**src/valve_pkg.sv**
```systemverilog
package valve_pkg;

  // clock and time base
  localparam int unsigned CLK_PERIOD_NS  = 8;
  localparam int unsigned TICK_PERIOD_NS = 10_000_000;
  localparam int unsigned TICK_CYCLES    = TICK_PERIOD_NS / CLK_PERIOD_NS;

  // percent scale of the position and power values
  localparam logic [6:0] PCT_FULL = 7'h64;

  // register byte offsets
  localparam logic [7:0] OFS_CTRL   = 8'h00;
  localparam logic [7:0] OFS_TRAVEL = 8'h04;
  localparam logic [7:0] OFS_DBAND  = 8'h08;
  localparam logic [7:0] OFS_STATUS = 8'h0C;
  localparam logic [7:0] OFS_REMAIN = 8'h10;

  // field positions
  localparam int unsigned CTRL_ENABLE_BIT  = 0;
  localparam int unsigned CTRL_SRC_BIT     = 1;
  localparam int unsigned STAT_POS_LSB     = 0;
  localparam int unsigned STAT_CLOSE_BIT   = 8;
  localparam int unsigned STAT_OPEN_BIT    = 9;

  // reset values
  localparam logic [15:0] TRAVEL_RST = 16'h003C;
  localparam logic [7:0]  DBAND_RST  = 8'h02;

  // bus responses
  localparam logic [1:0] RESP_OKAY   = 2'h0;
  localparam logic [1:0] RESP_SLVERR = 2'h2;

  typedef enum logic [2:0] {
    RUN_IDLE  = 3'b001,
    RUN_OPEN  = 3'b010,
    RUN_CLOSE = 3'b100
  } run_state_t;

  typedef struct packed {
    logic        awvalid;
    logic [31:0] awaddr;
    logic        wvalid;
    logic [31:0] wdata;
    logic [3:0]  wstrb;
    logic        bready;
    logic        arvalid;
    logic [31:0] araddr;
    logic        rready;
  } axil_req_t;

  typedef struct packed {
    logic        awready;
    logic        wready;
    logic        bvalid;
    logic [1:0]  bresp;
    logic        arready;
    logic        rvalid;
    logic [31:0] rdata;
    logic [1:0]  rresp;
  } axil_rsp_t;

  typedef struct packed {
    logic        aw_got;
    logic        w_got;
    logic [7:0]  aw_addr;
    logic [31:0] w_data;
    logic [3:0]  w_strb;
    logic        bvalid;
    logic [1:0]  bresp;
    logic        rvalid;
    logic [1:0]  rresp;
    logic [31:0] rdata;
    logic        enable;
    logic        src_cool;
    logic [15:0] travel;
    logic [7:0]  dband;
    run_state_t  run;
    logic [6:0]  position;
    logic [23:0] remaining;
    logic [23:0] min_ticks;
    logic [23:0] elapsed;
    logic [15:0] frac;
  } core_state_t;

  localparam core_state_t CORE_RESET = '{
    aw_got: 1'b0, w_got: 1'b0, aw_addr: 8'h00, w_data: 32'h0000_0000,
    w_strb: 4'h0, bvalid: 1'b0, bresp: 2'h0, rvalid: 1'b0, rresp: 2'h0,
    rdata: 32'h0000_0000, enable: 1'b0, src_cool: 1'b0,
    travel: TRAVEL_RST, dband: DBAND_RST, run: RUN_IDLE,
    position: 7'h00, remaining: 24'h00_0000, min_ticks: 24'h00_0000,
    elapsed: 24'h00_0000, frac: 16'h0000
  };

endpackage : valve_pkg

```
**src/valve_open_close_timer.sv**
```systemverilog
// Implementation choices: the AXI4-Lite interface to the registers and the placing of the registers.
`timescale 1ns/1ps
module valve_open_close_timer #(
  parameter int unsigned TICK_CYCLES = valve_pkg::TICK_CYCLES
) (
  // clock and reset
  input  wire logic                  core_clk_in,
  input  wire logic                  srst_in,
  // register bus
  input  wire valve_pkg::axil_req_t  axil_req_in,
  output valve_pkg::axil_rsp_t       axil_rsp_out,
  // control loop power, percent
  input  wire logic [7:0]            heat_power_in,
  input  wire logic [7:0]            cool_power_in,
  // valve contacts
  output logic                       close_drive_out,
  output logic                       open_drive_out
);

  valve_pkg::core_state_t st;
  valve_pkg::core_state_t next_st;
  logic                   tick;
  logic [6:0]             req_pct;
  logic [6:0]             db_pct;
  logic [6:0]             diff_pct;
  logic [6:0]             run_pct;
  logic [23:0]            run_ticks;
  logic                   want_run;
  logic [7:0]             rd_addr;

  function automatic logic [6:0] clamp_pct(input logic [7:0] v);
    clamp_pct = (v > {1'b0, valve_pkg::PCT_FULL}) ? valve_pkg::PCT_FULL : v[6:0];
  endfunction : clamp_pct

  function automatic logic [23:0] pct_ticks(input logic [6:0] pct, input logic [15:0] trav);
    // one tick is 10 ms, so pct/100 * seconds equals pct * seconds ticks
    pct_ticks = 24'(pct) * 24'(trav);
  endfunction : pct_ticks

  function automatic logic [31:0] merge_strb(input logic [31:0] old, input logic [31:0] d,
                                             input logic [3:0] strb);
    for (int i = 0; i < 4; i++) begin
      merge_strb[i*8 +: 8] = strb[i] ? d[i*8 +: 8] : old[i*8 +: 8];
    end
  endfunction : merge_strb

  valve_tick #(
    .TICK_CYCLES (TICK_CYCLES)
  ) u_tick (
    .core_clk_in (core_clk_in),
    .srst_in     (srst_in),
    .tick_out    (tick)
  );

  always_comb begin
    req_pct   = clamp_pct(st.src_cool ? cool_power_in : heat_power_in);
    db_pct    = clamp_pct(st.dband);
    diff_pct  = (req_pct > st.position) ? 7'(req_pct - st.position)
                                        : 7'(st.position - req_pct);
    // small errors inside half the dead band are left alone so a short
    // minimum run cannot overshoot and start a reverse run
    want_run  = st.enable && (st.travel != 16'h0000) && (diff_pct != 7'h00) &&
                (diff_pct > (db_pct >> 1));
    run_pct   = (diff_pct > db_pct) ? diff_pct : db_pct;
    run_ticks = pct_ticks(run_pct, st.travel);
    rd_addr   = axil_req_in.araddr[7:0];
  end

  always_comb begin
    logic [31:0] ctrl_word;
    ctrl_word = 32'h0000_0000;
    next_st   = st;

    // write channel: address and data taken in either order
    if (axil_req_in.awvalid && !st.aw_got && !st.bvalid) begin
      next_st.aw_got  = 1'b1;
      next_st.aw_addr = axil_req_in.awaddr[7:0];
    end
    if (axil_req_in.wvalid && !st.w_got && !st.bvalid) begin
      next_st.w_got  = 1'b1;
      next_st.w_data = axil_req_in.wdata;
      next_st.w_strb = axil_req_in.wstrb;
    end
    if (st.aw_got && st.w_got) begin
      next_st.aw_got = 1'b0;
      next_st.w_got  = 1'b0;
      next_st.bvalid = 1'b1;
      next_st.bresp  = valve_pkg::RESP_OKAY;
      ctrl_word[valve_pkg::CTRL_ENABLE_BIT] = st.enable;
      ctrl_word[valve_pkg::CTRL_SRC_BIT]    = st.src_cool;
      if (st.aw_addr == valve_pkg::OFS_CTRL) begin
        ctrl_word = merge_strb(ctrl_word, st.w_data, st.w_strb);
        next_st.enable   = ctrl_word[valve_pkg::CTRL_ENABLE_BIT];
        next_st.src_cool = ctrl_word[valve_pkg::CTRL_SRC_BIT];
      end else if (st.aw_addr == valve_pkg::OFS_TRAVEL) begin
        next_st.travel = 16'(merge_strb({16'h0000, st.travel}, st.w_data, st.w_strb));
      end else if (st.aw_addr == valve_pkg::OFS_DBAND) begin
        next_st.dband = 8'(merge_strb({24'h00_0000, st.dband}, st.w_data, st.w_strb));
      end else if (st.aw_addr == valve_pkg::OFS_STATUS || st.aw_addr == valve_pkg::OFS_REMAIN) begin
        next_st.bresp = valve_pkg::RESP_OKAY;
      end else begin
        next_st.bresp = valve_pkg::RESP_SLVERR;
      end
    end
    if (st.bvalid && axil_req_in.bready) begin
      next_st.bvalid = 1'b0;
    end

    // read channel
    if (st.rvalid && axil_req_in.rready) begin
      next_st.rvalid = 1'b0;
    end
    if (axil_req_in.arvalid && !st.rvalid) begin
      next_st.rvalid = 1'b1;
      next_st.rresp  = valve_pkg::RESP_OKAY;
      next_st.rdata  = 32'h0000_0000;
      if (rd_addr == valve_pkg::OFS_CTRL) begin
        next_st.rdata[valve_pkg::CTRL_ENABLE_BIT] = st.enable;
        next_st.rdata[valve_pkg::CTRL_SRC_BIT]    = st.src_cool;
      end else if (rd_addr == valve_pkg::OFS_TRAVEL) begin
        next_st.rdata[15:0] = st.travel;
      end else if (rd_addr == valve_pkg::OFS_DBAND) begin
        next_st.rdata[7:0] = st.dband;
      end else if (rd_addr == valve_pkg::OFS_STATUS) begin
        next_st.rdata[valve_pkg::STAT_POS_LSB +: 7] = st.position;
        next_st.rdata[valve_pkg::STAT_CLOSE_BIT]    = (st.run == valve_pkg::RUN_CLOSE);
        next_st.rdata[valve_pkg::STAT_OPEN_BIT]     = (st.run == valve_pkg::RUN_OPEN);
      end else if (rd_addr == valve_pkg::OFS_REMAIN) begin
        next_st.rdata[23:0] = st.remaining;
      end else begin
        next_st.rresp = valve_pkg::RESP_SLVERR;
      end
    end

    // valve run sequencer
    case (st.run)
      valve_pkg::RUN_IDLE: begin
        if (want_run) begin
          next_st.remaining = run_ticks;
          next_st.min_ticks = pct_ticks(db_pct, st.travel);
          next_st.elapsed   = 24'h00_0000;
          next_st.frac      = 16'h0000;
          next_st.run       = (req_pct > st.position) ? valve_pkg::RUN_OPEN
                                                      : valve_pkg::RUN_CLOSE;
        end
      end
      valve_pkg::RUN_OPEN, valve_pkg::RUN_CLOSE: begin
        // the remaining count is never below the minimum, so ending
        // only at zero keeps every run at least the dead time
        if (st.remaining == 24'h00_0000) begin
          next_st.run = valve_pkg::RUN_IDLE;
        end else if (tick) begin
          next_st.remaining = 24'(st.remaining - 1'b1);
          next_st.elapsed   = 24'(st.elapsed + 1'b1);
          if (16'(st.frac + 1'b1) >= st.travel) begin
            next_st.frac = 16'h0000;
            // limit switches stop the motor at either end
            if (st.run == valve_pkg::RUN_OPEN && st.position < valve_pkg::PCT_FULL) begin
              next_st.position = 7'(st.position + 1'b1);
            end else if (st.run == valve_pkg::RUN_CLOSE && st.position != 7'h00) begin
              next_st.position = 7'(st.position - 1'b1);
            end
          end else begin
            next_st.frac = 16'(st.frac + 1'b1);
          end
        end
      end
      default: begin
        next_st.run = valve_pkg::RUN_IDLE;
      end
    endcase
  end

  always_ff @(posedge core_clk_in) begin
    if (srst_in) begin
      st <= valve_pkg::CORE_RESET;
    end else begin
      st <= next_st;
    end
  end

  always_comb begin
    axil_rsp_out.awready = !st.aw_got && !st.bvalid;
    axil_rsp_out.wready  = !st.w_got && !st.bvalid;
    axil_rsp_out.bvalid  = st.bvalid;
    axil_rsp_out.bresp   = st.bresp;
    axil_rsp_out.arready = !st.rvalid;
    axil_rsp_out.rvalid  = st.rvalid;
    axil_rsp_out.rdata   = st.rdata;
    axil_rsp_out.rresp   = st.rresp;
    // one-hot run state makes both drives on at once impossible
    close_drive_out = (st.run == valve_pkg::RUN_CLOSE);
    open_drive_out  = (st.run == valve_pkg::RUN_OPEN);
  end
endmodule : valve_open_close_timer

```
**src/valve_tick.sv**
```systemverilog
`timescale 1ns/1ps
module valve_tick #(
  parameter int unsigned TICK_CYCLES = valve_pkg::TICK_CYCLES
) (
  // clock and reset
  input  wire logic core_clk_in,
  input  wire logic srst_in,
  // time base
  output logic      tick_out
);

  localparam int unsigned CW = $clog2(TICK_CYCLES + 1);
  localparam logic [CW-1:0] LAST = CW'(TICK_CYCLES - 1);

  logic [CW-1:0] count;
  logic [CW-1:0] next_count;
  logic          next_tick;

  always_comb begin
    next_tick  = (count == LAST);
    next_count = next_tick ? '0 : CW'(count + 1'b1);
  end

  always_ff @(posedge core_clk_in) begin
    if (srst_in) begin
      count    <= '0;
      tick_out <= 1'b0;
    end else begin
      count    <= next_count;
      tick_out <= next_tick;
    end
  end

endmodule : valve_tick

```
**config.mk**
```make
export PLATFORM = sky130hd
export DESIGN_NAME = valve_open_close_timer
export DESIGN_NICKNAME = d
export VERILOG_FILES = /design/src/valve_pkg.sv /design/src/valve_open_close_timer.sv /design/src/valve_tick.sv
export SDC_FILE = /design/constraint.sdc
export NUM_CORES = 1
export LEC_CHECK = 0
export BUFFER_PORTS_ARGS = -buffer_cell sky130_fd_sc_hd__buf_2
export CORE_UTILIZATION = 54
export DETAILED_ROUTE_END_ITERATION = 8
export PLACE_DENSITY = 0.78
export SYNTH_ARGS = -nofsm -noshare
export SYNTH_HDL_FRONTEND = slang
export SYNTH_SLANG_ARGS = --single-unit
export TNS_END_PERCENT = 1
```
**constraint.sdc**
```tcl
create_clock -name core_clk_in -period 11.03 [get_ports core_clk_in]
set_input_delay 2.206 -clock core_clk_in [delete_from_list [all_inputs] [get_ports core_clk_in]]
set_output_delay 2.206 -clock core_clk_in [all_outputs]
set_load 0.02 [all_outputs]
```
* Word-level counts from Yosys, hierarchy flattened *
Cells that the tools add are included.

storage, ports and cells
  register bits = 203
  bits of input ports = 123
  output and inout bits = 43
  word-level logic and storage cells = 141

cells by class
  $add $sub $neg = 8
  multiply operators = 2
  order comparisons = 7
  eq/ne operators = 16
  muxes and demuxes = 41
  bitwise operators = 3
  reductions and logical operators = 41

operator list
  operator                                                       count
  2-to-1 mux 88 bit                                              1
  2-to-1 mux 40 bit                                              2
  case mux 40 bit (2 select lines)                               1
  2-to-1 mux 24 bit                                              3
  2-to-1 mux 7 bit                                               7
  2-to-1 mux 16 bit                                              3
  case mux 24 bit (2 select lines)                               1
  multiplier 7 x 16 -> 23 bit                                    2
  2-to-1 mux 35 bit                                              1
  == test 8 x 4 -> 1 bit, second input constant                  4
  adder 24 x 1 -> 24 bit, second input constant                  1
  logical NOT 24 bit                                             1
  2-to-1 mux 8 bit                                               3
  subtractor 24 x 1 -> 24 bit, second input constant             1
  2-to-1 mux 2 bit                                               11
  2-to-1 mux 22 bit                                              1
  adder 21 x 1 -> 21 bit, second input constant                  1
  == test 21 bit, second input constant                          1
  adder 16 x 1 -> 16 bit, second input constant                  1
  == test 8 x 3 -> 1 bit, second input constant                  2
  == test 8 x 5 -> 1 bit, second input constant                  2
  greater-or-equal comparator 16 bit                             1
  greater-than comparator 8 x 7 -> 1 bit, second input constant  2
  logical NOT 8 bit                                              2
  27 further kinds                                               63

* Logic depth before layout (Yosys ltp) *
Gate-level depths: netlist (run 1).

  depth in word-level cells = 10
  gate-level depth with buffers = 44
  gate-level depth less buffers = 42

* Cells and area by module *
A second synthesis (run 1) with hierarchy kept.

second synthesis, totals
  cell total of the unflattened synthesis = 1548
  area, all modules = 12488.2 µm²

by module, submodules not included
  module                  times used  cells each  area an instance (µm²)  seq. area each (µm²)
  valve_open_close_timer  1           1432        11489.8                 2642.5
  valve_tick              1           116         998.5                   440.4

* Worst setup path before layout (run 1) *
Ideal clock, no wire load.

  path kind = in2reg
  from = input heat_power_in[5]
  to = register st[84] in the netlist's numbering
  setup time = 0.063 ns
  arrival time = 10.676 ns
  required time = 10.967 ns
  path slack = 0.291 ns
  stages = 43
  path buffers = 4
  cells stage by stage = nand2_1 > nor2_1 > a31oi_1 > a21oi_1 > o32ai_1 > nand2_1 > ha_1 > buf_4 > nand3_1 > o21bai_4 > and3_1 > clkbuf_1 > or4_1 > and3_4 > ha_1 > a21oi_1 > nor2b_1 > o21ai_0 > [... 7 more ...] > fa_1 > inv_1 > fa_1 > inv_1 > fa_1 > inv_1 > fa_1 > inv_1 > ha_1 > o21a_1 > o31a_1 > o41ai_1 > o211ai_1 > a31o_2 > a21oi_1 > xnor2_1 > nand4_1 > nand3_1

on the way
  longest elaborated chain between the ends = 10
  elaborated cells between the ends (all ways) = 18
  classes of those cells = add/sub: 2; mul: 1; order compare: 4; eq/ne: 1; mux: 6; reduce/logical: 4

RTL lines
  what                                                                            line                                                        source
  start: declaration                                                              valve_open_close_timer.sv:13                                input wire logic [7:0] heat_power_in,
  2-to-1 mux 8 bit *                                                              valve_open_close_timer.sv:56                                req_pct = clamp_pct(st.src_cool ? cool_power_in : heat_power_in);
  greater-than comparator 8 x 7 -> 1 bit                                          valve_open_close_timer.sv:32                                clamp_pct = (v > {1'b0, valve_pkg::PCT_FULL}) ? valve_pkg::PCT_FULL : v[6:0];
  2-to-1 mux 7 bit *                                                              valve_open_close_timer.sv:32
  subtractor 7 bit (tied with other cells)                                        valve_open_close_timer.sv:59                                : 7'(st.position - req_pct);
  2-to-1 mux 7 bit *                                                              valve_open_close_timer.sv:58                                diff_pct = (req_pct > st.position) ? 7'(req_pct - st.position)
  greater-than comparator 7 bit / nonzero test 7 bit (equally long branches)      valve_open_close_timer.sv:64, valve_open_close_timer.sv:62
  2-to-1 mux 7 bit / logical AND 1 bit (equally long branches)                    valve_open_close_timer.sv:64, valve_open_close_timer.sv:62
  multiplier 7 x 16 -> 23 bit / logical AND 1 bit (equally long branches)         valve_open_close_timer.sv:37, valve_open_close_timer.sv:62
  2-to-1 mux 88 bit / != test 2 bit (equally long branches)                       --
  case mux 24 bit (2 select lines) / AND reduction 4 bit (equally long branches)  --
  end signal: assignment                                                          valve_open_close_timer.sv:176                               st <= valve_pkg::CORE_RESET;
  end signal: assignment                                                          valve_open_close_timer.sv:178                               st <= next_st;
  end: declaration                                                                valve_open_close_timer.sv:20                                valve_pkg::core_state_t st;

Mark *: on every way between the ends. The rest lies on a longest branch, timed or not. The select of a mux whose other input is x is not followed.
A chain may end at the register's enable or synchronous reset.

* Final worst setup path (run 1) *
  from = input heat_power_in[5]
  to = register st[85] in the netlist's numbering

Same word-level chain as after synthesis.

==> impl_metrics.py, run 1 <==
metrics = {
    "yosys": {
        "synth_xor_area_share_pct": 4.04,
        "syn_inst": 1561,
        "synth_ff_type": "dfxtp_1",
        "synth_compound_area_share_pct": 16.4,
        "synth_common_cells": "nor2_1, nand2_1, dfxtp_1",
        "synth_top_cell_area_share_pct": 24.5,
        "synthAdderAreaFrac_pct": 20.7,
        "yosys_warnings": 0,
        "ys_seq_elements": 154,
        "synth_area_leaders": "dfxtp_1, fa_1, ha_1",
        "synth_top_family_by_area": "simple AND/OR/NAND/NOR gates",
        "syn_area_um2": 12600,
        "ys_types": 69,
        "synthArstFlopShare_pct": 0,
        "yosys.area_share.simple_pct": 22.1,
        "synth.avg_cell_area_um2": 8.06,
        "synth_top_cell_by_area": "dfxtp_1",
        "seq_area_frac_synth_pct": 24.5,
        "muxShareOfSynthArea_pct": 3.31,
        "synth.most_common_cell": "nor2_1",
        "synth_edf_count": 0,
    },
    "detailed_routing": {
        "vias": 11045,
        "drt_iter0_drc": 712,
        "wl_met3_mm": 1.91,
        "drt-met1-wl_mm": 13.4,
        "ant_nets": 0,
        "drc": 0,
        "wl_per_cell_um": 16.6,
        "drt_first_pass_iters": 6,
        "wl_met2_mm": 14.8,
        "wl_mm": 31.4,
        "avgViaCountPerCell": 5.86,
        "top_layer": "met4",
    },
    "clock_tree": {
        "tritoncts": "yes",
        "cts_max_level": 4,
        "postCtsSetupBuffers": 0,
        "numCtsBuffers": 17,
        "cts_buffer_depth": 2,
        "clock_latency_ns": 0.43,
        "cts_root_buf": "clkbuf_16",
        "clk_pin_slew_ns": 0.06,
        "cts_sinks": 154,
    },
    "sta": {
        "setup_slack_ns": 0.532,
        "fin_crit_ns": 10.50,
        "fin_skew_ns": 0.0116,
        "max_freq_ghz": 0.0953,
        "relSlewSlack_pct": 24.0,
        "tightest_slew_ns": 1.13,
        "finalSetupViolations": 0,
        "slew_violations": 0,
        "hold-worst-slack_ns": 0.452,
        "final-hold-violation-count": 0,
        "tns_ns": 0,
        "fin_crit_sh_pct": 95.2,
    },
    "power_and_ir_drop": {
        "p_int_w": 0.00128,
        "p_per_area_nw_per_um2": 154,
        "leakage_nw": 6.11,
        "clkPwrFrac_pct": 27.4,
        "swShare_pct": 38.7,
        "combPwrFrac_pct": 45.0,
        "ir_worst_vdd_v": 0.000127,
        "pwr-share-seq_pct": 27.6,
        "switchingPower_w": 0.000808,
    },
    "global_routing": {
        "overflow": 0,
        "grt_first_pass_wirelength_mm": 51.8,
        "grt_util_all_layers_pct": 27.1,
        "grt_max_degree": 90,
        "first_global_vias": 10785,
        "grt_antenna_before_repair": 0,
    },
    "worst_setup_path": {
        "worstPathRequired_ns": 11.33,
        "crit_arrival_ns": 10.79,
        "critPathKind": "input port to flop",
        "critPathLaunchType": "input port",
        "cpPeakStageDelay_ns": 0.56,
        "setup.worst_path.end_class": "flop",
        "slowest_stage": "fa_1",
        "crit_path_frequent_cell": "fa_1",
        "crit_fanout": 13,
    },
    "layout": {
        "finalNetCount": 1876,
        "diodes": 0,
        "syn_to_final_growth_pct": 8.23,
        "nFillCells": 1976,
        "stdcell_area_um2": 13600,
        "utilization_pct": 60.0,
        "layout-drive-gt1-share_pct": 11.1,
    },
    "place": {
        "dpl.hpwl_mm": 23.3,
        "dpl-instance-area_um2": 13000,
        "dp_slack_ns": -0.0839,
        "io_buffers": 89,
        "place_congestion": 0.914,
    },
    "floorplanning": {
        "coreArea_um2": 22700,
        "num_io_pins": 166,
        "fp.dieH_um": 155,
        "rows": 55,
        "die_area_um2": 23900,
        "die_width_um": 155,
        "initial_core_util_pct": 55.4,
    },
    "run": {
        "maxCapViolCount": 0,
    },
    "hold_path": {
        "worstHoldPathType": "flop to flop",
    },
    "status": {
        "status": "completed",
    },
}
power groups by stage:
| stage | combinational, W | sequential (W) | clock [W] |
|---|---|---|---|
| floorplan | 0.000702 | 0.000587 | 0 |
| global placement | 0.000899 | 0.000589 | 0 |
| detailed placement | 0.000912 | 0.000589 | 0 |
| CTS | 0.000923 | 0.000577 | 0.000577 |
| global route | 0.00106 | 0.000579 | 0.000602 |
| finish | 0.000940 | 0.000577 | 0.000573 |
worst paths after layout:
path | from | to | slack (ns) | cells past startpoint
max | heat_power_in[5] | st[85] | 0.53 | 40
max reg2reg | st[122] | st[85] | 1.68 | 38
min | st[163] | st[163] | 0.45 | 2
min reg2reg | st[163] | st[163] | 0.45 | 2
stage by stage:
step	power [W]	std cells
5_1_grt	0.00224	1886
3_5_place_dp	0.00150	1854
2_1_floorplan	0.00129	1570
3_3_place_gp	0.00149	1854
4_1_cts	0.00208	1886
6_report	0.00209	1886
state kept, by name, summed over array words and instances (netlist names):
signal	flops
st	104
axil_rsp_out	28
u_tick.count	21
u_tick.tick_out	1
what timing repair did:
action                     4_1_cts  5_1_grt
resized for setup                0        9
setup endpoints to repair        0        9
hold buffers                     0        0
hold endpoints to repair         0        0
cells in the final DEF (no fill, tap or decap), drive strengths merged, types with 25 or more instances in the layout:
| cell type | Yosys | final |
|---|---|---|
| and2 | 66 | 66 |
| nand3 | 41 | 41 |
| ha | 93 | 93 |
| xnor2 | 32 | 32 |
| buf | 55 | 117 |
| o21ai | 46 | 46 |
| a21oi | 127 | 127 |
| dfxtp | 154 | 154 |
| nor2 | 160 | 160 |
| nor3 | 33 | 33 |
| a22oi | 25 | 25 |
| nand2 | 156 | 156 |
| inv | 129 | 133 |
| fa | 72 | 72 |
| mux2i | 36 | 36 |
| xor2 | 26 | 26 |
cell families (layout without fill, tap and decap cells):
kind of cell               Yosys count  count (layout)
AOI/OAI and AO/OA                  320             320
xor gates and xnor gates            58              58
adders and majority gates          165             165
buffers and inverters              247             278
DFF                                154             154
muxes                               41              41
other                                1              10
and+or+nand+nor                    575             575
area by class of cell:
class                   instances  area [µm²]  share of cell area, %
inverters                     129         484                   3.56
repair buffers                117         658                   4.83
well taps                     285         357                   2.62
clock buffers                  21         460                   3.38
flip-flops and latches        154        3080                   22.6
multi-input cells            1169        8460                   62.1
clock inverters                11         111                  0.818
critical path, delay by kind of cell:
family,cells,cell delay [ns]
fa+ha+maj,7,3.13
compound gates,12,2.40
simple gates,14,2.06
buf+inv,6,0.83
mux,1,0.13
layer usage:
metal  GRT usage, %  vias up
met1           33.3     5252
li1               -     5336
met2           46.0      371
met4           12.8        0
met3           4.90       86
met5              0        -
No activity file was read; power rests on OpenSTA's default activity.
==> run 2: changes to the inputs <==
--- a/config.mk
+++ b/config.mk
@@ -6,9 +6,11 @@
 export NUM_CORES = 1
 export LEC_CHECK = 0
 export BUFFER_PORTS_ARGS = -buffer_cell sky130_fd_sc_hd__buf_2
-export CORE_UTILIZATION = 54
+export CELL_PAD_IN_SITES_DETAIL_PLACEMENT = 1
+export CELL_PAD_IN_SITES_GLOBAL_PLACEMENT = 1
+export CORE_UTILIZATION = 48
 export DETAILED_ROUTE_END_ITERATION = 8
-export PLACE_DENSITY = 0.78
+export PLACE_DENSITY_LB_ADDON = 0.1
 export SYNTH_ARGS = -nofsm -noshare
 export SYNTH_HDL_FRONTEND = slang
 export SYNTH_SLANG_ARGS = --single-unit
==> constraint.sdc (replaced) <==
create_clock -name core_clk_in -period 13.5 [get_ports core_clk_in]
set_input_delay 2.7 -clock core_clk_in [delete_from_list [all_inputs] [get_ports core_clk_in]]
set_output_delay 2.7 -clock core_clk_in [all_outputs]
set_load 0.02 [all_outputs]
==> run 2 against run 1 <==
  * Final area is essentially flat
  * Via count increased by 1.1%
  * Highest routed layer unchanged
  * Clock skew up 0.0024 ns
==> impl_metrics.py, run 2 (synthesis gave the netlist of run 1 again) <==
metrics = {
    "clock_tree": {
        "ctsHoldBuffers": 0,
        "cts_root_buf": "clkbuf_16",
        "cts_sinks": 154,
        "postCtsSetupBuffers": 0,
        "tritoncts": "yes",
        "numCtsBuffers": 17,
        "clock_latency_ns": 0.43,
        "clk_pin_slew_ns": 0.08,
        "ctsResizeCount": 0,
        "cts_buffer_depth": 2,
        "cts_max_level": 4,
    },
    "detailed_routing": {
        "avgViaCountPerCell": 5.81,
        "vias": 11167,
        "drt_first_pass_iters": 5,
        "wl_mm": 38.0,
        "wl_per_cell_um": 19.8,
        "drc": 0,
        "drt_iter0_drc": 600,
        "ant_nets": 0,
    },
    "sta": {
        "tightest_slew_ns": 1.27,
        "fin_crit_ns": 12.26,
        "finalSetupViolations": 0,
        "hold-worst-slack_ns": 0.456,
        "fin_skew_ns": 0.0140,
        "max_freq_ghz": 0.0816,
        "tns_ns": 0,
        "rsz0062_at_grt": "no",
        "final-hold-violation-count": 0,
        "fin_crit_sh_pct": 90.8,
        "relSlewSlack_pct": 15.1,
        "slew_violations": 0,
    },
    "worst_setup_path": {
        "crit_arrival_ns": 12.63,
        "slowest_stage": "o22ai_1",
        "crit_fanout": 16,
        "worstPathRequired_ns": 13.87,
        "critPathKind": "input port to flop",
        "cpPeakStageDelay_ns": 0.66,
        "critPathLaunchType": "input port",
        "setup.worst_path.end_class": "flop",
        "crit_path_frequent_cell": "inv_1",
    },
    "floorplanning": {
        "num_io_pins": 166,
        "die_width_um": 164,
        "coreArea_um2": 25500,
        "rows": 58,
        "die_area_um2": 26900,
        "fp.dieH_um": 164,
        "initial_core_util_pct": 49.4,
    },
    "layout": {
        "syn_to_final_growth_pct": 8.19,
        "finalNetCount": 1867,
        "layout-drive-gt1-share_pct": 10.2,
        "regMostFlops": "st",
        "stdcell_area_um2": 13600,
        "largest_register_ffs": 104,
        "multi_input_area_um2": 8420,
        "mostFrequentLayoutCells": "nor2_1, nand2_1, dfxtp_1, inv_1, a21oi_1",
        "layout_commonest_cell": "nor2_1",
        "diodes": 0,
        "nFillCells": 3139,
        "regArea_um2": 3080,
    },
    "global_routing": {
        "grt_util_all_layers_pct": 29.5,
        "grt.busiest_layer": "met2",
        "grt_antenna_before_repair": 0,
        "overflow": 0,
        "grt_use_met3_pct": 3.86,
        "grt_use_met2_pct": 51.3,
        "grt_first_pass_wirelength_mm": 61.8,
        "grt_max_degree": 64,
        "grt_util_met1_pct": 36.3,
        "first_global_vias": 11776,
    },
    "hold_path": {
        "worstHoldPathType": "flop to flop",
    },
    "place": {
        "dpl.hpwl_mm": 28.8,
        "place_congestion": 0.863,
        "dpl-instance-area_um2": 13000,
        "io_buffers": 89,
    },
    "status": {
        "status": "completed",
    },
    "power_and_ir_drop": {
        "pwr-share-seq_pct": 26.7,
        "ir_worst_vdd_v": 0.0000878,
        "switchingPower_w": 0.000718,
        "combPwrFrac_pct": 44.5,
        "swShare_pct": 40.7,
        "p_int_w": 0.00105,
        "leakage_nw": 6.08,
        "p_per_area_nw_per_um2": 130,
        "clkPwrFrac_pct": 28.8,
    },
    "run": {
        "maxCapViolCount": 0,
    },
}
[run 2: cell types whose count changed in the layout (fill, tap and decap cells not counted), moves of 2 or more]
cell / change
inv_8: +3
buf_4: -9
clkinv_8: +4
clkbuf_8: -2
a21oi_1: +4
a21oi_2: -3
clkbuf_1: -2
clkinv_2: -2
[run 2: routing by layer]
metal | part of all wire (%) | vias to the layer above
met5 | 0 | -
met4 | 4.1 | 0
met3 | 3.5 | 85
met2 | 49 | 265
met1 | 44 | 5494
li1 | - | 5323
[run 2: metrics by stage]
step           setup slack (ns)  power, W  cells  util [%]
2_1_floorplan              2.27   0.00105   1570         -
3_3_place_gp               1.12   0.00123   1890      51.0
3_5_place_dp              0.858   0.00126   1890      51.0
4_1_cts                    1.25   0.00178   1922      53.4
5_1_grt                   0.308   0.00189   1922      53.4
6_report                   1.24   0.00176   1922      53.4
[run 2: worst paths after layout]
check	from	end	slack, ns	cells past startpoint
worst max register to register	st[122]	st[84]	2.90	38
worst max-delay path	heat_power_in[5]	st[84]	1.24	40
worst min-delay path	st[163]	st[163]	0.46	2
worst min register to register	st[163]	st[163]	0.46	2
[run 2: final cells by class]
type	instances	share of cell area (%)
tap	330	3.03
inverter	129	3.56
clock inverter	15	1.42
sequential	154	22.6
multi-input combinational	1169	61.9
timing repair buffer	108	4.34
clock buffer	17	3.13
[run 2: worst max-delay path, delay by kind of cell]
| kind | cells | cell delay [ns] |
|---|---|---|
| adders and majority gates | 7 | 3.10 |
| AOI/OAI and AO/OA | 14 | 4.38 |
| xor gates and xnor gates | 1 | 0.14 |
| and+or+nand+nor | 11 | 1.42 |
| buffers and inverters | 7 | 0.84 |
[run 2: power by group through the flow]
stage | sequential, W | combinational (W) | clock [W]
after CTS | 0.000472 | 0.000795 | 0.000515
final | 0.000472 | 0.000786 | 0.000508
after floorplan | 0.000479 | 0.000574 | 0
after global placement | 0.000481 | 0.000752 | 0
after detailed placement | 0.000482 | 0.000780 | 0
after global routing | 0.000473 | 0.000885 | 0.000530
